### config.mk
export PLATFORM = sky130hd
export DESIGN_NAME = dac_config_register_bank
export DESIGN_NICKNAME = d
export VERILOG_FILES = /design/src/verilog/dac_cfg_pkg.sv /design/src/verilog/dac_config_register_bank.sv
export SDC_FILE = /design/constraint.sdc
export NUM_CORES = 1
export LEC_CHECK = 0
export ABC_AREA = 1
export BUFFER_PORTS_ARGS = -buffer_cell sky130_fd_sc_hd__buf_2
export CAP_MARGIN = 25
export CORE_AREA = 4 4 218 135
export CTS_CLUSTER_SIZE = 16
export DETAILED_ROUTE_END_ITERATION = 8
export DIE_AREA = 0 0 222 139
export PLACE_DENSITY_LB_ADDON = 0.15
export SYNTH_ARGS = -nofsm -noshare
export SYNTH_HDL_FRONTEND = slang
export SYNTH_SLANG_ARGS = --single-unit
### constraint.sdc
create_clock -name core_clk_i -period 5.25 [get_ports core_clk_i]
set_clock_uncertainty 0.15 [all_clocks]
set_input_delay 0.2625 -clock core_clk_i [delete_from_list [all_inputs] [get_ports core_clk_i]]
set_output_delay 0.2625 -clock core_clk_i [all_outputs]
set_load 0.1 [all_outputs]
### src/verilog/dac_cfg_pkg.sv
// shared constants and carrier types of the converter configuration register bank
package dac_cfg_pkg;

   // ---------------------------------------------------------------
   // register offsets
   // ---------------------------------------------------------------
   localparam logic [3:0] LOCK_IDENTITY_STATUS_OFS     = 4'h0;
   localparam logic [3:0] DELAY_FILTER_FIFO_CTRL_OFS   = 4'h1;
   localparam logic [3:0] FORMAT_INTERP_MIXER_CTRL_OFS = 4'h2;
   localparam logic [3:0] OFFSET_MASK_ROUTING_CTRL_OFS = 4'h3;
   localparam logic [3:0] ERROR_FLAGS_OFS              = 4'h4;
   localparam logic [3:0] BUS_BYPASS_CTRL_OFS          = 4'h5;
   localparam logic [3:0] POWER_SLEEP_CTRL_OFS         = 4'h6;
   localparam logic [3:0] OUTPUT_GAIN_CTRL_OFS         = 4'h7;
   localparam logic [3:0] DELAY_LOOP_RESTART_CTRL_OFS  = 4'h8;
   localparam logic [3:0] PLL_DIVIDER_CTRL_OFS         = 4'h9;
   localparam logic [3:0] DELAY_LOOP_TUNING_CTRL_OFS   = 4'ha;
   localparam logic [3:0] PLL_LOOP_CTRL_OFS            = 4'hb;
   localparam logic [3:0] OFFSET_A_HIGH_OFS            = 4'hc;
   localparam logic [3:0] OFFSET_A_LOW_OFS             = 4'hd;
   localparam logic [3:0] SERIAL_OUT_SELECT_CTRL_OFS   = 4'he;
   localparam logic [3:0] OFFSET_B_LOW_OFS             = 4'hf;

   // ---------------------------------------------------------------
   // reset values, one byte per offset 0x0 .. 0xf
   // ---------------------------------------------------------------
   localparam logic [15:0][7:0] RESET_VALUES = {
      8'h00, 8'h00, 8'h00, 8'h00, 8'h00, 8'h00, 8'h00, 8'h00,
      8'hff, 8'h0c, 8'h00, 8'h00, 8'h70, 8'hc0, 8'h10, 8'h00};

   // writable bits per offset; unused and reserved bits stay zero
   localparam logic [15:0][7:0] WRITE_MASKS = {
      8'hff, 8'hff, 8'hff, 8'h3f, 8'hff, 8'hff, 8'hff, 8'h04,
      8'hff, 8'hbf, 8'hf6, 8'h00, 8'hff, 8'hef, 8'hdf, 8'h00};

   // ---------------------------------------------------------------
   // field positions
   // ---------------------------------------------------------------
   localparam int PLL_LOCK_BIT        = 7;
   localparam int DLL_LOCK_BIT        = 6;
   localparam int PART_ID_LSB         = 2;
   localparam int DELAY_LSB           = 6;
   localparam int FILTER_ENABLE_BIT   = 4;
   localparam int SELF_CHECK_EN_BIT   = 3;
   localparam int FIFO_OFFSET_LSB     = 0;
   localparam int TWOS_COMP_BIT       = 7;
   localparam int DUAL_CONV_BIT       = 6;
   localparam int INTERP_FACTOR_BIT   = 5;
   localparam int FINAL_MODE_LSB      = 2;
   localparam int FIRST_MODE_LSB      = 0;
   localparam int OFFSET_ENABLE_BIT   = 7;
   localparam int SELF_CHECK_MASK_BIT = 6;
   localparam int FIFO_ERR_MASK_BIT   = 5;
   localparam int PATTERN_MASK_BIT    = 4;
   localparam int SWAP_BIT            = 3;
   localparam int MIRROR_BIT          = 2;
   localparam int SOFT_SYNC_BIT       = 1;
   localparam int SOFT_SYNC_SEL_BIT   = 0;
   localparam int SELF_CHECK_ERR_BIT  = 6;
   localparam int FIFO_ERR_BIT        = 5;
   localparam int PATTERN_ERR_BIT     = 4;
   localparam int FIFO_SYNC_DIS_BIT   = 4;
   localparam int DLL_RESTART_BIT     = 2;
   localparam int OFFSET_HIGH_W       = 5;

   // final and first mixer stage encodings
   typedef enum logic [1:0] {
      MIX_LOW_PASS  = 2'b00,
      MIX_HIGH_PASS = 2'b01,
      MIX_PLUS      = 2'b10,
      MIX_MINUS     = 2'b11
   } mix_mode_e;

   // control fields that steer the datapath
   typedef struct packed {
      logic [1:0]  sample_delay;
      logic        filter_enable;
      logic        core_self_check_enable;
      logic [2:0]  fifo_offset;
      logic        twos_complement;
      logic        dual_converter;
      logic        interp_factor_select;
      mix_mode_e   final_stage_mode;
      mix_mode_e   first_stage_mode;
      logic        offset_enable;
      logic        swap_channel_outputs;
      logic        mirror_a_to_b;
      logic [12:0] channel_a_offset_value;
      logic [12:0] channel_b_offset_value;
   } datapath_ctrl_s;

endpackage

### src/verilog/dac_config_register_bank.sv
// configuration and status register bank of the dual-channel interpolating converter

module dac_config_register_bank #(
   parameter logic [2:0] PART_IDENTITY = 3'h6, // arbitrary value
   parameter logic [1:0] REG_REVISION  = 2'h0  // arbitrary value
) (
   input  wire logic                          core_clk_i,
   input  wire logic                          rst_i,
   input  wire logic                          wr_en_i,
   input  wire logic                          rd_en_i,
   input  wire logic [3:0]                    addr_i,
   input  wire logic [7:0]                    wdata_i,
   input  wire logic                          pll_lock_i,
   input  wire logic                          dll_lock_i,
   input  wire logic                          ext_sync_i,
   input  wire logic                          fifo_overrun_i,
   input  wire logic                          self_check_fail_i,
   input  wire logic                          pattern_mismatch_i,
   output logic      [7:0]                    rdata_o,
   output logic                               sync_pulse_o,
   output logic                               fifo_realign_o,
   output dac_cfg_pkg::datapath_ctrl_s        ctrl_o,
   output logic      [15:0][7:0]              regs_o
);
   import dac_cfg_pkg::*;

   // ---------------------------------------------------------------
   // state
   // ---------------------------------------------------------------
   typedef struct packed {
      logic [15:0][7:0] regs;
      logic [2:0]       pll_sync;
      logic [2:0]       dll_sync;
      logic [2:0]       ext_sync;
      logic             pll_lock;
      logic             dll_lock;
      logic             ext_sync_lvl;
      logic             ext_sync_prev;
      logic             soft_sync_prev;
      logic [7:0]       rdata;
      logic             sync_pulse;
      logic             fifo_realign;
   } bank_state_s;

   bank_state_s state_ff;
   bank_state_s nxt_state;

   logic [7:0] status_byte;
   logic       sync_event;
   logic       soft_sel;
   logic       ext_rise;
   logic       soft_rise;
   logic       clear_wr;

   // ---------------------------------------------------------------
   // next state
   // ---------------------------------------------------------------
   always_comb begin
      nxt_state = state_ff;

      // three-stage pin capture; a change counts once stages two and three agree
      nxt_state.pll_sync = {state_ff.pll_sync[1:0], pll_lock_i};
      nxt_state.dll_sync = {state_ff.dll_sync[1:0], dll_lock_i};
      nxt_state.ext_sync = {state_ff.ext_sync[1:0], ext_sync_i};
      if (state_ff.pll_sync[1] == state_ff.pll_sync[2]) begin
         nxt_state.pll_lock = state_ff.pll_sync[2];
      end
      if (state_ff.dll_sync[1] == state_ff.dll_sync[2]) begin
         nxt_state.dll_lock = state_ff.dll_sync[2];
      end
      if (state_ff.ext_sync[1] == state_ff.ext_sync[2]) begin
         nxt_state.ext_sync_lvl = state_ff.ext_sync[2];
      end

      // a loop restart holds the delay loop flag low for as long as the restart bit stays set
      if (state_ff.regs[DELAY_LOOP_RESTART_CTRL_OFS][DLL_RESTART_BIT]) begin
         nxt_state.dll_lock = 1'b0;
      end

      // status byte is built live and never stored
      status_byte = 8'h00;
      status_byte[PLL_LOCK_BIT] = state_ff.pll_lock;
      // masked live as well, so a read right after a restart write never shows lock
      status_byte[DLL_LOCK_BIT] = state_ff.dll_lock
         && !state_ff.regs[DELAY_LOOP_RESTART_CTRL_OFS][DLL_RESTART_BIT];
      status_byte[PART_ID_LSB +: 3] = PART_IDENTITY;
      status_byte[1:0] = REG_REVISION;

      // register writes; offset 0 has an all-zero mask so writes vanish
      clear_wr = wr_en_i && (addr_i == ERROR_FLAGS_OFS);
      if (wr_en_i && !clear_wr) begin
         nxt_state.regs[addr_i] = wdata_i & WRITE_MASKS[addr_i];
      end

      // error flags: a zero written clears, a one is ignored
      if (clear_wr) begin
         // the flag byte has an all-zero load mask, so only the and with the data clears
         nxt_state.regs[ERROR_FLAGS_OFS] = state_ff.regs[ERROR_FLAGS_OFS] & wdata_i;
      end

      // events set after the clear so a same-cycle event survives it
      if (self_check_fail_i
          && state_ff.regs[DELAY_FILTER_FIFO_CTRL_OFS][SELF_CHECK_EN_BIT]
          && !state_ff.regs[OFFSET_MASK_ROUTING_CTRL_OFS][SELF_CHECK_MASK_BIT]) begin
         nxt_state.regs[ERROR_FLAGS_OFS][SELF_CHECK_ERR_BIT] = 1'b1;
      end
      if (fifo_overrun_i
          && !state_ff.regs[OFFSET_MASK_ROUTING_CTRL_OFS][FIFO_ERR_MASK_BIT]) begin
         nxt_state.regs[ERROR_FLAGS_OFS][FIFO_ERR_BIT] = 1'b1;
      end
      if (pattern_mismatch_i
          && !state_ff.regs[OFFSET_MASK_ROUTING_CTRL_OFS][PATTERN_MASK_BIT]) begin
         nxt_state.regs[ERROR_FLAGS_OFS][PATTERN_ERR_BIT] = 1'b1;
      end

      // read data, registered; one cycle after the read strobe
      if (rd_en_i) begin
         if (addr_i == LOCK_IDENTITY_STATUS_OFS) begin
            nxt_state.rdata = status_byte;
         end else begin
            nxt_state.rdata = state_ff.regs[addr_i];
         end
      end

      // sync source: soft select takes the software bit alone
      soft_sel  = state_ff.regs[OFFSET_MASK_ROUTING_CTRL_OFS][SOFT_SYNC_SEL_BIT];
      ext_rise  = state_ff.ext_sync_lvl && !state_ff.ext_sync_prev;
      soft_rise = state_ff.regs[OFFSET_MASK_ROUTING_CTRL_OFS][SOFT_SYNC_BIT]
                  && !state_ff.soft_sync_prev;
      sync_event = soft_sel ? soft_rise : (soft_rise || ext_rise);
      nxt_state.ext_sync_prev  = state_ff.ext_sync_lvl;
      nxt_state.soft_sync_prev = state_ff.regs[OFFSET_MASK_ROUTING_CTRL_OFS][SOFT_SYNC_BIT];
      nxt_state.sync_pulse = sync_event;
      // realignment is skipped while fifo sync is disabled
      nxt_state.fifo_realign = sync_event
         && !state_ff.regs[BUS_BYPASS_CTRL_OFS][FIFO_SYNC_DIS_BIT];
   end

   // ---------------------------------------------------------------
   // state register
   // ---------------------------------------------------------------
   always_ff @(posedge core_clk_i or posedge rst_i) begin
      if (rst_i) begin
         state_ff      <= '0;
         state_ff.regs <= RESET_VALUES;
      end else begin
         state_ff <= nxt_state;
      end
   end

   // ---------------------------------------------------------------
   // outputs, straight from the state register
   // ---------------------------------------------------------------
   assign rdata_o        = state_ff.rdata;
   assign sync_pulse_o   = state_ff.sync_pulse;
   assign fifo_realign_o = state_ff.fifo_realign;
   assign regs_o         = state_ff.regs;

   // fifo offset code is twos complement: 3 .. -4
   assign ctrl_o.sample_delay =
      state_ff.regs[DELAY_FILTER_FIFO_CTRL_OFS][DELAY_LSB +: 2];
   assign ctrl_o.filter_enable =
      state_ff.regs[DELAY_FILTER_FIFO_CTRL_OFS][FILTER_ENABLE_BIT];
   assign ctrl_o.core_self_check_enable =
      state_ff.regs[DELAY_FILTER_FIFO_CTRL_OFS][SELF_CHECK_EN_BIT];
   assign ctrl_o.fifo_offset =
      state_ff.regs[DELAY_FILTER_FIFO_CTRL_OFS][FIFO_OFFSET_LSB +: 3];
   assign ctrl_o.twos_complement =
      state_ff.regs[FORMAT_INTERP_MIXER_CTRL_OFS][TWOS_COMP_BIT];
   assign ctrl_o.dual_converter =
      state_ff.regs[FORMAT_INTERP_MIXER_CTRL_OFS][DUAL_CONV_BIT];
   assign ctrl_o.interp_factor_select =
      state_ff.regs[FORMAT_INTERP_MIXER_CTRL_OFS][INTERP_FACTOR_BIT];
   assign ctrl_o.final_stage_mode = mix_mode_e'(
      state_ff.regs[FORMAT_INTERP_MIXER_CTRL_OFS][FINAL_MODE_LSB +: 2]);
   assign ctrl_o.first_stage_mode = mix_mode_e'(
      state_ff.regs[FORMAT_INTERP_MIXER_CTRL_OFS][FIRST_MODE_LSB +: 2]);
   assign ctrl_o.offset_enable =
      state_ff.regs[OFFSET_MASK_ROUTING_CTRL_OFS][OFFSET_ENABLE_BIT];
   assign ctrl_o.swap_channel_outputs =
      state_ff.regs[OFFSET_MASK_ROUTING_CTRL_OFS][SWAP_BIT];
   assign ctrl_o.mirror_a_to_b =
      state_ff.regs[OFFSET_MASK_ROUTING_CTRL_OFS][MIRROR_BIT];
   assign ctrl_o.channel_a_offset_value = {
      state_ff.regs[OFFSET_A_HIGH_OFS][OFFSET_HIGH_W-1:0],
      state_ff.regs[OFFSET_A_LOW_OFS]};
   // upper part of the b offset shares the serial-out select byte
   assign ctrl_o.channel_b_offset_value = {
      state_ff.regs[SERIAL_OUT_SELECT_CTRL_OFS][OFFSET_HIGH_W-1:0],
      state_ff.regs[OFFSET_B_LOW_OFS]};

endmodule
==> summary.txt, run 1 <==
Finish
  • Fillers: around 3000
  • P&R area growth vs syn: 9.54%
  • Nets: 1097
  • Layout cell share with drive strength beyond 1: between 20 and 30%
  • Post-layout util: ~33%
  • Commonest non-fill, non-tap cell in the layout: nand2_1
  • Antenna Diode Count: 0
  • Commonest non-fill, non-tap cells in the layout: 427 x nand2_1, 202 x buf_2, 136 x dfrtp_1

Routing
  • Drt via density: between 4 and 5
  • First-pass DRT Iterations: 5
  • DR WL/cell: ~20 microns
  • DRT iter0 DRCs: approximately 620
  • DRT antenna net count: 0
  • Vias: ~6500
  • DRC viols: 0
  • Routed WL: between 20 and 30 mm

Clock network
  • Post-CTS setup buffer count: 0
  • Longest Clk Path Bufs: 2
  • Worst-path clk slew: 0.06 ns
  • Clock sinks: 152
  • CTS tree: built
  • H-tree Lvls: 4
  • Worst skew pair latency: between 0.4 and 0.5 ns
  • Root Driver: clkbuf_16
  • Total CTS buffers: 17

Global route
  • GR Overflow Total: 0
  • Initial antenna violation count: 0
  • First-pass GRT wire length: roughly 44 mm
  • Largest net degree at the start of global routing: 100
  • Total track usage: a little under a fifth
  • Vias in the first global route: ~6300

Floorplan
  • Initial Util: between 20 and 30%
  • Total core area: 27300 sq um
  • Die W: between 200 and 250 microns
  • Die H: approximately 140 microns
  • Die Area: between 30000 and 40000 sq um
  • IO Pins: approximately 200
  • Row Count: 47

Timing
  • Tmin final: roughly 2.6 ns
  • Fin. Hold Viols: 0
  • Fin Hold WS: roughly 0.036 ns
  • Setup ws final: 2.68 ns
  • Tightest Pin Transition: slightly below 1 ns
  • Fin crit share: a little under 50%
  • Fmax: 389 MHz
  • Fin Setup TNS: 0 ns
  • RSZ-0062 raised after global routing: false
  • Slew Viols, Final: 0
  • Relative slew slack: 36.0%
  • Final Setup Violations: 0

Worst setup path
  • Critical path arrival: 2.74 ns
  • Worst flop-to-flop path endpoint: regs_o[36]
  • RR Startpoint: regs_o[28]
  • Crit. End Element: flip-flop
  • Critical path endpoint: regs_o[37]
  • Critical path class: input pin to flip-flop
  • CP Launch Point: addr_i[1]
  • Flop2flop setup slack: between 3 and 4 ns
  • R2R depth: 2
  • Critical Path RT: around 5.4 ns
  • CP startpoint kind: input pin
  • Worst-path maximum fanout: 26

Power
  • Clock Power Share: between 20% and 30%
  • Sw power: a little over 3000 uW
  • Leak: between 0.004 and 0.005 uW
  • PwrDens: 620 nW/um^2
  • Pwr Total: roughly 5500 uW
  • Int Pwr: approximately 2500 uW
  • Reg power frac: about 29%
  • Switch share: 55.0%
  • Combinational power share: 47.6%
  • Maximum VDD drop: 0.279 mV

Hold path
  • Hold crit path type: input pin to flip-flop

Synth
  • Largest cells by area after synthesis: dfrtp_1 42%, nand2_1 20%, buf_4 17%
  • Area leader, netlist: dfrtp_1
  • Mapped Cells: around 1000
  • Yosys top cell area share: a little over two fifths
  • Library cells used by synthesis: 29
  • Count of state elements after synthesis: around 150
  • Mean Syn Cell Area: between 7 and 8 sq um
  • Mapped Area: a little over 8000 sq um
  • Register area share after synthesis: 46.9%
  • Syn. warnings: 0
  • Post-Syn Nets: ~1100

Place
  • DP HPWL: approximately 22 mm
  • Gpl congestion: between 0.9 and 1
  • Pre-CTS WS: roughly 2.5 ns
  • Port Buffers: between 200 and 250

Flow run
  • MaxCap Viol Count: 0

Status
  • Status: completed
logic make-up after synthesis:
family	after synthesis	synth area share, %
buffers and inverters	283	21.5
adder cells (fa/ha/maj)	2	0.245
AND/OR/NAND/NOR	494	23.9
AO/OA/AOI/OAI	117	7.46
flip-flops	152	46.9
how the worst min path moves through the flow:
| stage | from | endpoint | slack, ns | depth (start not counted) |
|---|---|---|---|---|
| 5_1_grt | wdata_i[7] | regs_o[39] | 0.05 | 3 |
| 3_5_place_dp | nxt_state[16] | nxt_state[17] | 0.19 | 0 |
| 4_1_cts | wdata_i[6] | regs_o[38] | 0.005 | 3 |
| 6_report | wdata_i[6] | regs_o[38] | 0.04 | 3 |
| 2_1_floorplan | ext_sync_i | nxt_state[16] | 0.14 | 0 |
| 3_3_place_gp | nxt_state[22] | nxt_state[23] | 0.19 | 0 |
synth_stat cells, drive strengths merged:
library cell / count
o21ai: 103
maj3: 2
clkbuf: 16
nor2: 43
o21a: 2
or3b: 1
nand4: 4
o211ai: 2
dfrtp: 136
nand3: 15
buf: 197
nand2: 428
clkinv: 1
nor3: 2
inv: 69
o21bai: 1
a21boi: 1
dfstp: 16
or2: 1
a21oi: 8
critical path: stages:
cell,delay [ns]
buf_2,0.30
nor2_1,0.40
buf_4,0.27
nand2_1,0.11
nor2_1,0.33
inv_1,0.21
o21ai_0,0.20
o21ai_0,0.10
dlygate4sd3_1,0.56
metal layers:
metal / wire, microns / GRT usage (%) / up-vias
li1: - / - / 3114
met1: 15200 / 30.6 / 3135
met2: 11500 / 25.6 / 214
met3: 2240 / 4.93 / 22
met4: 287 / 3.62 / 0
met5: 0 / 0 / -
what timing repair did:
item                                    in CTS  in global routing
gates resized for setup                      0                  0
hold buffers                                12                  0
endpoints found under the setup margin       0                  0
hold endpoints to repair                    93                  0
stage by stage:
step / cell area [sq um] / cells
after floorplan: 8160 / 1048
after global placement: 8180 / 1409
after detailed placement: 8180 / 1409
after CTS: 8900 / 1453
after global routing: 8930 / 1455
final: 8930 / 1455
flip-flops by register name, summed over array words and instances, names as in the netlist:
signal,flops
sync_pulse_o,1
regs_o,85
nxt_state,7
rdata_o,8
ctrl_o,43
state_ff,7
fifo_realign_o,1
area by class of cell:
| class | instances | area (sq um) | area share, % |
|---|---|---|---|
| flip-flops and latches | 152 | 3820 | 42.8 |
| multi-input cells | 613 | 2580 | 28.8 |
| repair buffers | 221 | 1200 | 13.5 |
| clock buffers | 24 | 482 | 5.39 |
| well taps | 367 | 459 | 5.14 |
| inverters | 70 | 268 | 3.00 |
| clock inverters | 8 | 123 | 1.37 |
power groups by stage:
stage                     logic [uW]  clock network [uW]  registers [uW]
final                           2640                1290            1610
after floorplan                 2570                   0            1550
after global placement          2640                   0            1630
after CTS                       2650                1320            1610
after detailed placement        2640                   0            1630
after global routing            2740                1380            1640
Power figures use the tool's default switching activity.
==> run 2, diff against run 1 <==
--- a/config.mk
+++ b/config.mk
@@ -5,7 +5,7 @@
 export SDC_FILE = /design/constraint.sdc
 export NUM_CORES = 1
 export LEC_CHECK = 0
-export ABC_AREA = 1
+export ABC_AREA = 0
 export BUFFER_PORTS_ARGS = -buffer_cell sky130_fd_sc_hd__buf_2
 export CAP_MARGIN = 25
 export CORE_AREA = 4 4 218 135
==> constraint.sdc (replaced) <==
create_clock -name core_clk_i -period 2.35 [get_ports core_clk_i]
set_clock_uncertainty 0.15 [all_clocks]
set_input_delay 0.1175 -clock core_clk_i [delete_from_list [all_inputs] [get_ports core_clk_i]]
set_output_delay 0.1175 -clock core_clk_i [all_outputs]
set_load 0.1 [all_outputs]
==> run 2 against run 1 <==
Register-to-register slack lost 3.2 ns; clock power rose by 110%; sequential power is 120% higher; count of clock-buffer cells in the layout decreased by 4; critical path depth fell by 2; worst hold slack improved by 0.084 ns; utilization grew 0.24 points; global-route usage shrank 2.8 points; via count decreased by 24%; non-clock buffer count up 19; routed wire length shrank 15%; highest routed layer unchanged.
==> summary.txt, run 2 <==
Worst setup path
  • Critical path class: input pin to flip-flop
  • CP startpoint kind: input pin
  • CP Cell Sequence: buf_2 -> buf_4 -> nand3b_4 -> or3_1 -> o21ai_0 -> o21ai_0 -> dlygate4sd3_1
  • Worst-path maximum fanout: 19 (-27%)
  • Crit. End Element: flip-flop
  • Worst path slowest cell: dlygate4sd3_1
  • Critical path arrival: 2.16 ns (-0.58 ns)
  • Worst path most repeated cell: o21ai_0
  • CP max stage delay: 0.57 ns (about the same)
  • Critical Path RT: 2.51 ns (-2.91 ns)
  • Buf/Inv on CP: 3 (-1)
  • Crit-path leading delay family: buffers and inverters

Global route
  • Vias in the first global route: 5244 (-16%)
  • Total track usage: 16.3% (-2.8 points)
  • First-pass GRT wire length: 37.5 mm (-14%)
  • Largest net degree at the start of global routing: 82 (-18%)
  • Initial antenna violation count: 0 (unchanged)
  • GR Overflow Total: 0 (unchanged)

Synth
  • Ys async rst share: 100% (unchanged)
  • Post-synth top cells: 181 x buf_4, 136 x dfrtp_1, 86 x mux2_2, 22 x o21ai_0
  • Post-Syn Nets: 674 (-37%)
  • Mapped Cells: 652 (-38%)
  • Syn. warnings: 0 (unchanged)
  • Yosys top cell area share: 42.0% (+0.25 points)
  • Synth Flop Type: dfrtp_1
  • Register area share after synthesis: 47.2% (+0.28 points)
  • Post-synth EDFFs: 0 (unchanged)
  • Largest cells by area after synthesis: dfrtp_1 42%, buf_4 17%, mux2_2 12%
  • Most frequent cell after synthesis: buf_4
  • Library cells used by synthesis: 53 (+83%)
  • Mean Syn Cell Area: 12.4 sq um (+60%)
  • Mapped Area: 8110 sq um (-0.60%)
  • Count of state elements after synthesis: 152 (unchanged)
  • Area leader, netlist: dfrtp_1

Timing
  • Tmin final: 2.00 ns
  • Fin crit share: ~85%
  • Final Setup Violations: 0 (unchanged)
  • Fmax: about 500 MHz
  • Slew Viols, Final: 0 (unchanged)
  • Fin Setup TNS: 0 ns (unchanged)
  • Relative slew slack: 46.2% (+10 points)
  • Tightest Pin Transition: 0.807 ns (-0.153 ns)
  • RSZ-0062 raised after global routing: false
  • Fin. Hold Viols: 0 (unchanged)

Finish
  • Fin cells: 1084 (-25%)
  • Nets: 725 (-34%)
  • Seq. cell area: 3820 sq um (unchanged)
  • Commonest non-fill, non-tap cells in the layout: 202 x buf_2, 136 x dfrtp_1, 86 x mux2_2
  • Post-layout util: 33.0% (+0.24 points)
  • Multi-input gate area: 2670 sq um (+3.6%)
  • Largest register FFs: 85 (unchanged)
  • Post-route cell area: 9000 sq um (+0.73%)
  • P&R area growth vs syn: 11.0%
  • Commonest non-fill, non-tap cell in the layout: buf_2
  • Fillers: 2807 (-5.1%)
  • Layout cell share with drive strength beyond 1: 55.4% (+28 points)

Clock network
  • Post-CTS setup buffer count: 0 (unchanged)
  • Root Driver: clkbuf_16
  • Total CTS buffers: 17 (unchanged)
  • CTS tree: built
  • Longest Clk Path Bufs: 2 (unchanged)
  • Clock sinks: 152 (unchanged)
  • H-tree Lvls: 4 (unchanged)
  • Worst-path clk slew: 0.07 ns (about the same)
  • Worst skew pair latency: 0.43 ns (about the same)

Floorplan
  • Die H: 139 microns (unchanged)
  • Total core area: 27300 sq um (unchanged)
  • Die Area: 30900 sq um (unchanged)
  • Initial Util: 29.7% (-0.18 points)
  • Die W: 222 microns (unchanged)
  • IO Pins: 203 (unchanged)
  • Row Count: 47 (unchanged)

Place
  • DP HPWL: 18.3 mm (-16%)
  • Placed cell count: 1035 (-27%)
  • Port Buffers: 202 (unchanged)
  • Placed inst area: 8250 sq um (+0.87%)
  • Gpl congestion: 0.781 (-13%)

Routing
  • DRC viols: 0 (unchanged)
  • First-pass DRT Iterations: 4 (-1)
  • DRT antenna net count: 0 (unchanged)
  • Vias: 4928 (-24%)
  • Drt via density: 4.55 (+2.0%)
  • DR WL/cell: 23.0 microns (+15%)
  • Routed WL: 25.0 mm (-15%)
  • DRT iter0 DRCs: 219 (-65%)

Status
  • Status: completed

Power
  • Sw power: 6690 uW (+120%)
  • PwrDens: 1370 nW/um^2 (+120%)
  • Maximum VDD drop: 0.790 mV (+180%)
  • Reg power frac: 28.8% (-0.2 points)
  • Int Pwr: 5650 uW (+130%)
  • Leak: 0.00434 uW (-10%)
  • Switch share: 54.2% (-0.78 points)
  • Clock Power Share: 22.4% (-0.9 points)
  • Combinational power share: 48.8% (+1.2 points)

Flow run
  • MaxCap Viol Count: 0 (unchanged)

Hold path
  • Hold crit path type: input pin to flip-flop
## run 2: cell types whose count changed after synthesis, sizes merged, moves of 32 or more
cell / previous run / this run
mux2: 0 / 92
nor2: 43 / 11
o21ai: 103 / 23
inv: 69 / 14
nand2: 428 / 23
## run 2: power by group through the flow
stage	clock [uW]	combinational (uW)	sequential (uW)
6_report	2760	6020	3560
3_5_place_dp	0	6020	3610
5_1_grt	2950	6180	3630
3_3_place_gp	0	6030	3580
4_1_cts	2850	6060	3560
2_1_floorplan	0	5930	3470
## run 2: worst reg2reg max path, stage by stage, from the launching register on
cell      delay, ns
dfrtp_1        0.45
mux4_2         0.48
mux2i_1        0.40
o221ai_1       0.19
## run 2: path summary, 6_finish.rpt
kind / cells past startpoint / slack, ns / endpoint / start
worst max-delay path: 7 / 0.35 / regs_o[38] / addr_i[3]
worst min-delay path: 4 / 0.12 / ctrl_o[23] / wr_en_i
worst max register to register: 3 / 0.55 / rdata_o[2] / ctrl_o[23]
worst min register to register: 0 / 0.20 / nxt_state[20] / nxt_state[19]
max in group asynchronous: 4 / 1.40 / regs_o[61] / rst_i
min in group asynchronous: 4 / 0.21 / fifo_realign_o / rst_i
## run 2: metal layers
metal / global-route usage [%] / up-vias / part of all wire [%]
met5: 0 / - / 0
met2: 23.8 / 150 / 44
met3: 3.91 / 7 / 6.9
li1: - / 2191 / -
met4: 4.01 / 0 / 0.46
met1: 24.5 / 2580 / 49
## run 2: layout make-up
type                       instances  area share (%)
antenna                            1          0.0278
clock buffer                      20            4.96
clock inverter                    12            1.60
inverter                          14           0.626
multi-input combinational        278            29.7
sequential                       152            42.5
tap                              367            5.10
timing repair buffer             240            15.5
## run 2: repair_timing
item,4_1_cts,5_1_grt
hold endpoints to repair,166,0
resized for setup,0,0
hold buffers,16,0
## run 2: kinds of logic after synthesis
family | count (synthesis) | synth area share [%]
AOI/OAI and AO/OA | 59 | 4.97
adders and majority gates | 4 | 0.494
and+or+nand+nor | 88 | 6.87
DFF | 152 | 47.2
buffers and inverters | 222 | 19.9
muxes | 127 | 20.6
## run 2: metrics by stage
stage	power (uW)	hold slack, ns	setup WS, ns
floorplan	9390	-0.00107	0.179
global placement	9600	0.0805	0.180
detailed placement	9630	0.0801	0.0553
CTS	12500	0.0958	0.406
global route	12800	0.125	0.324
finish	12300	0.120	0.352
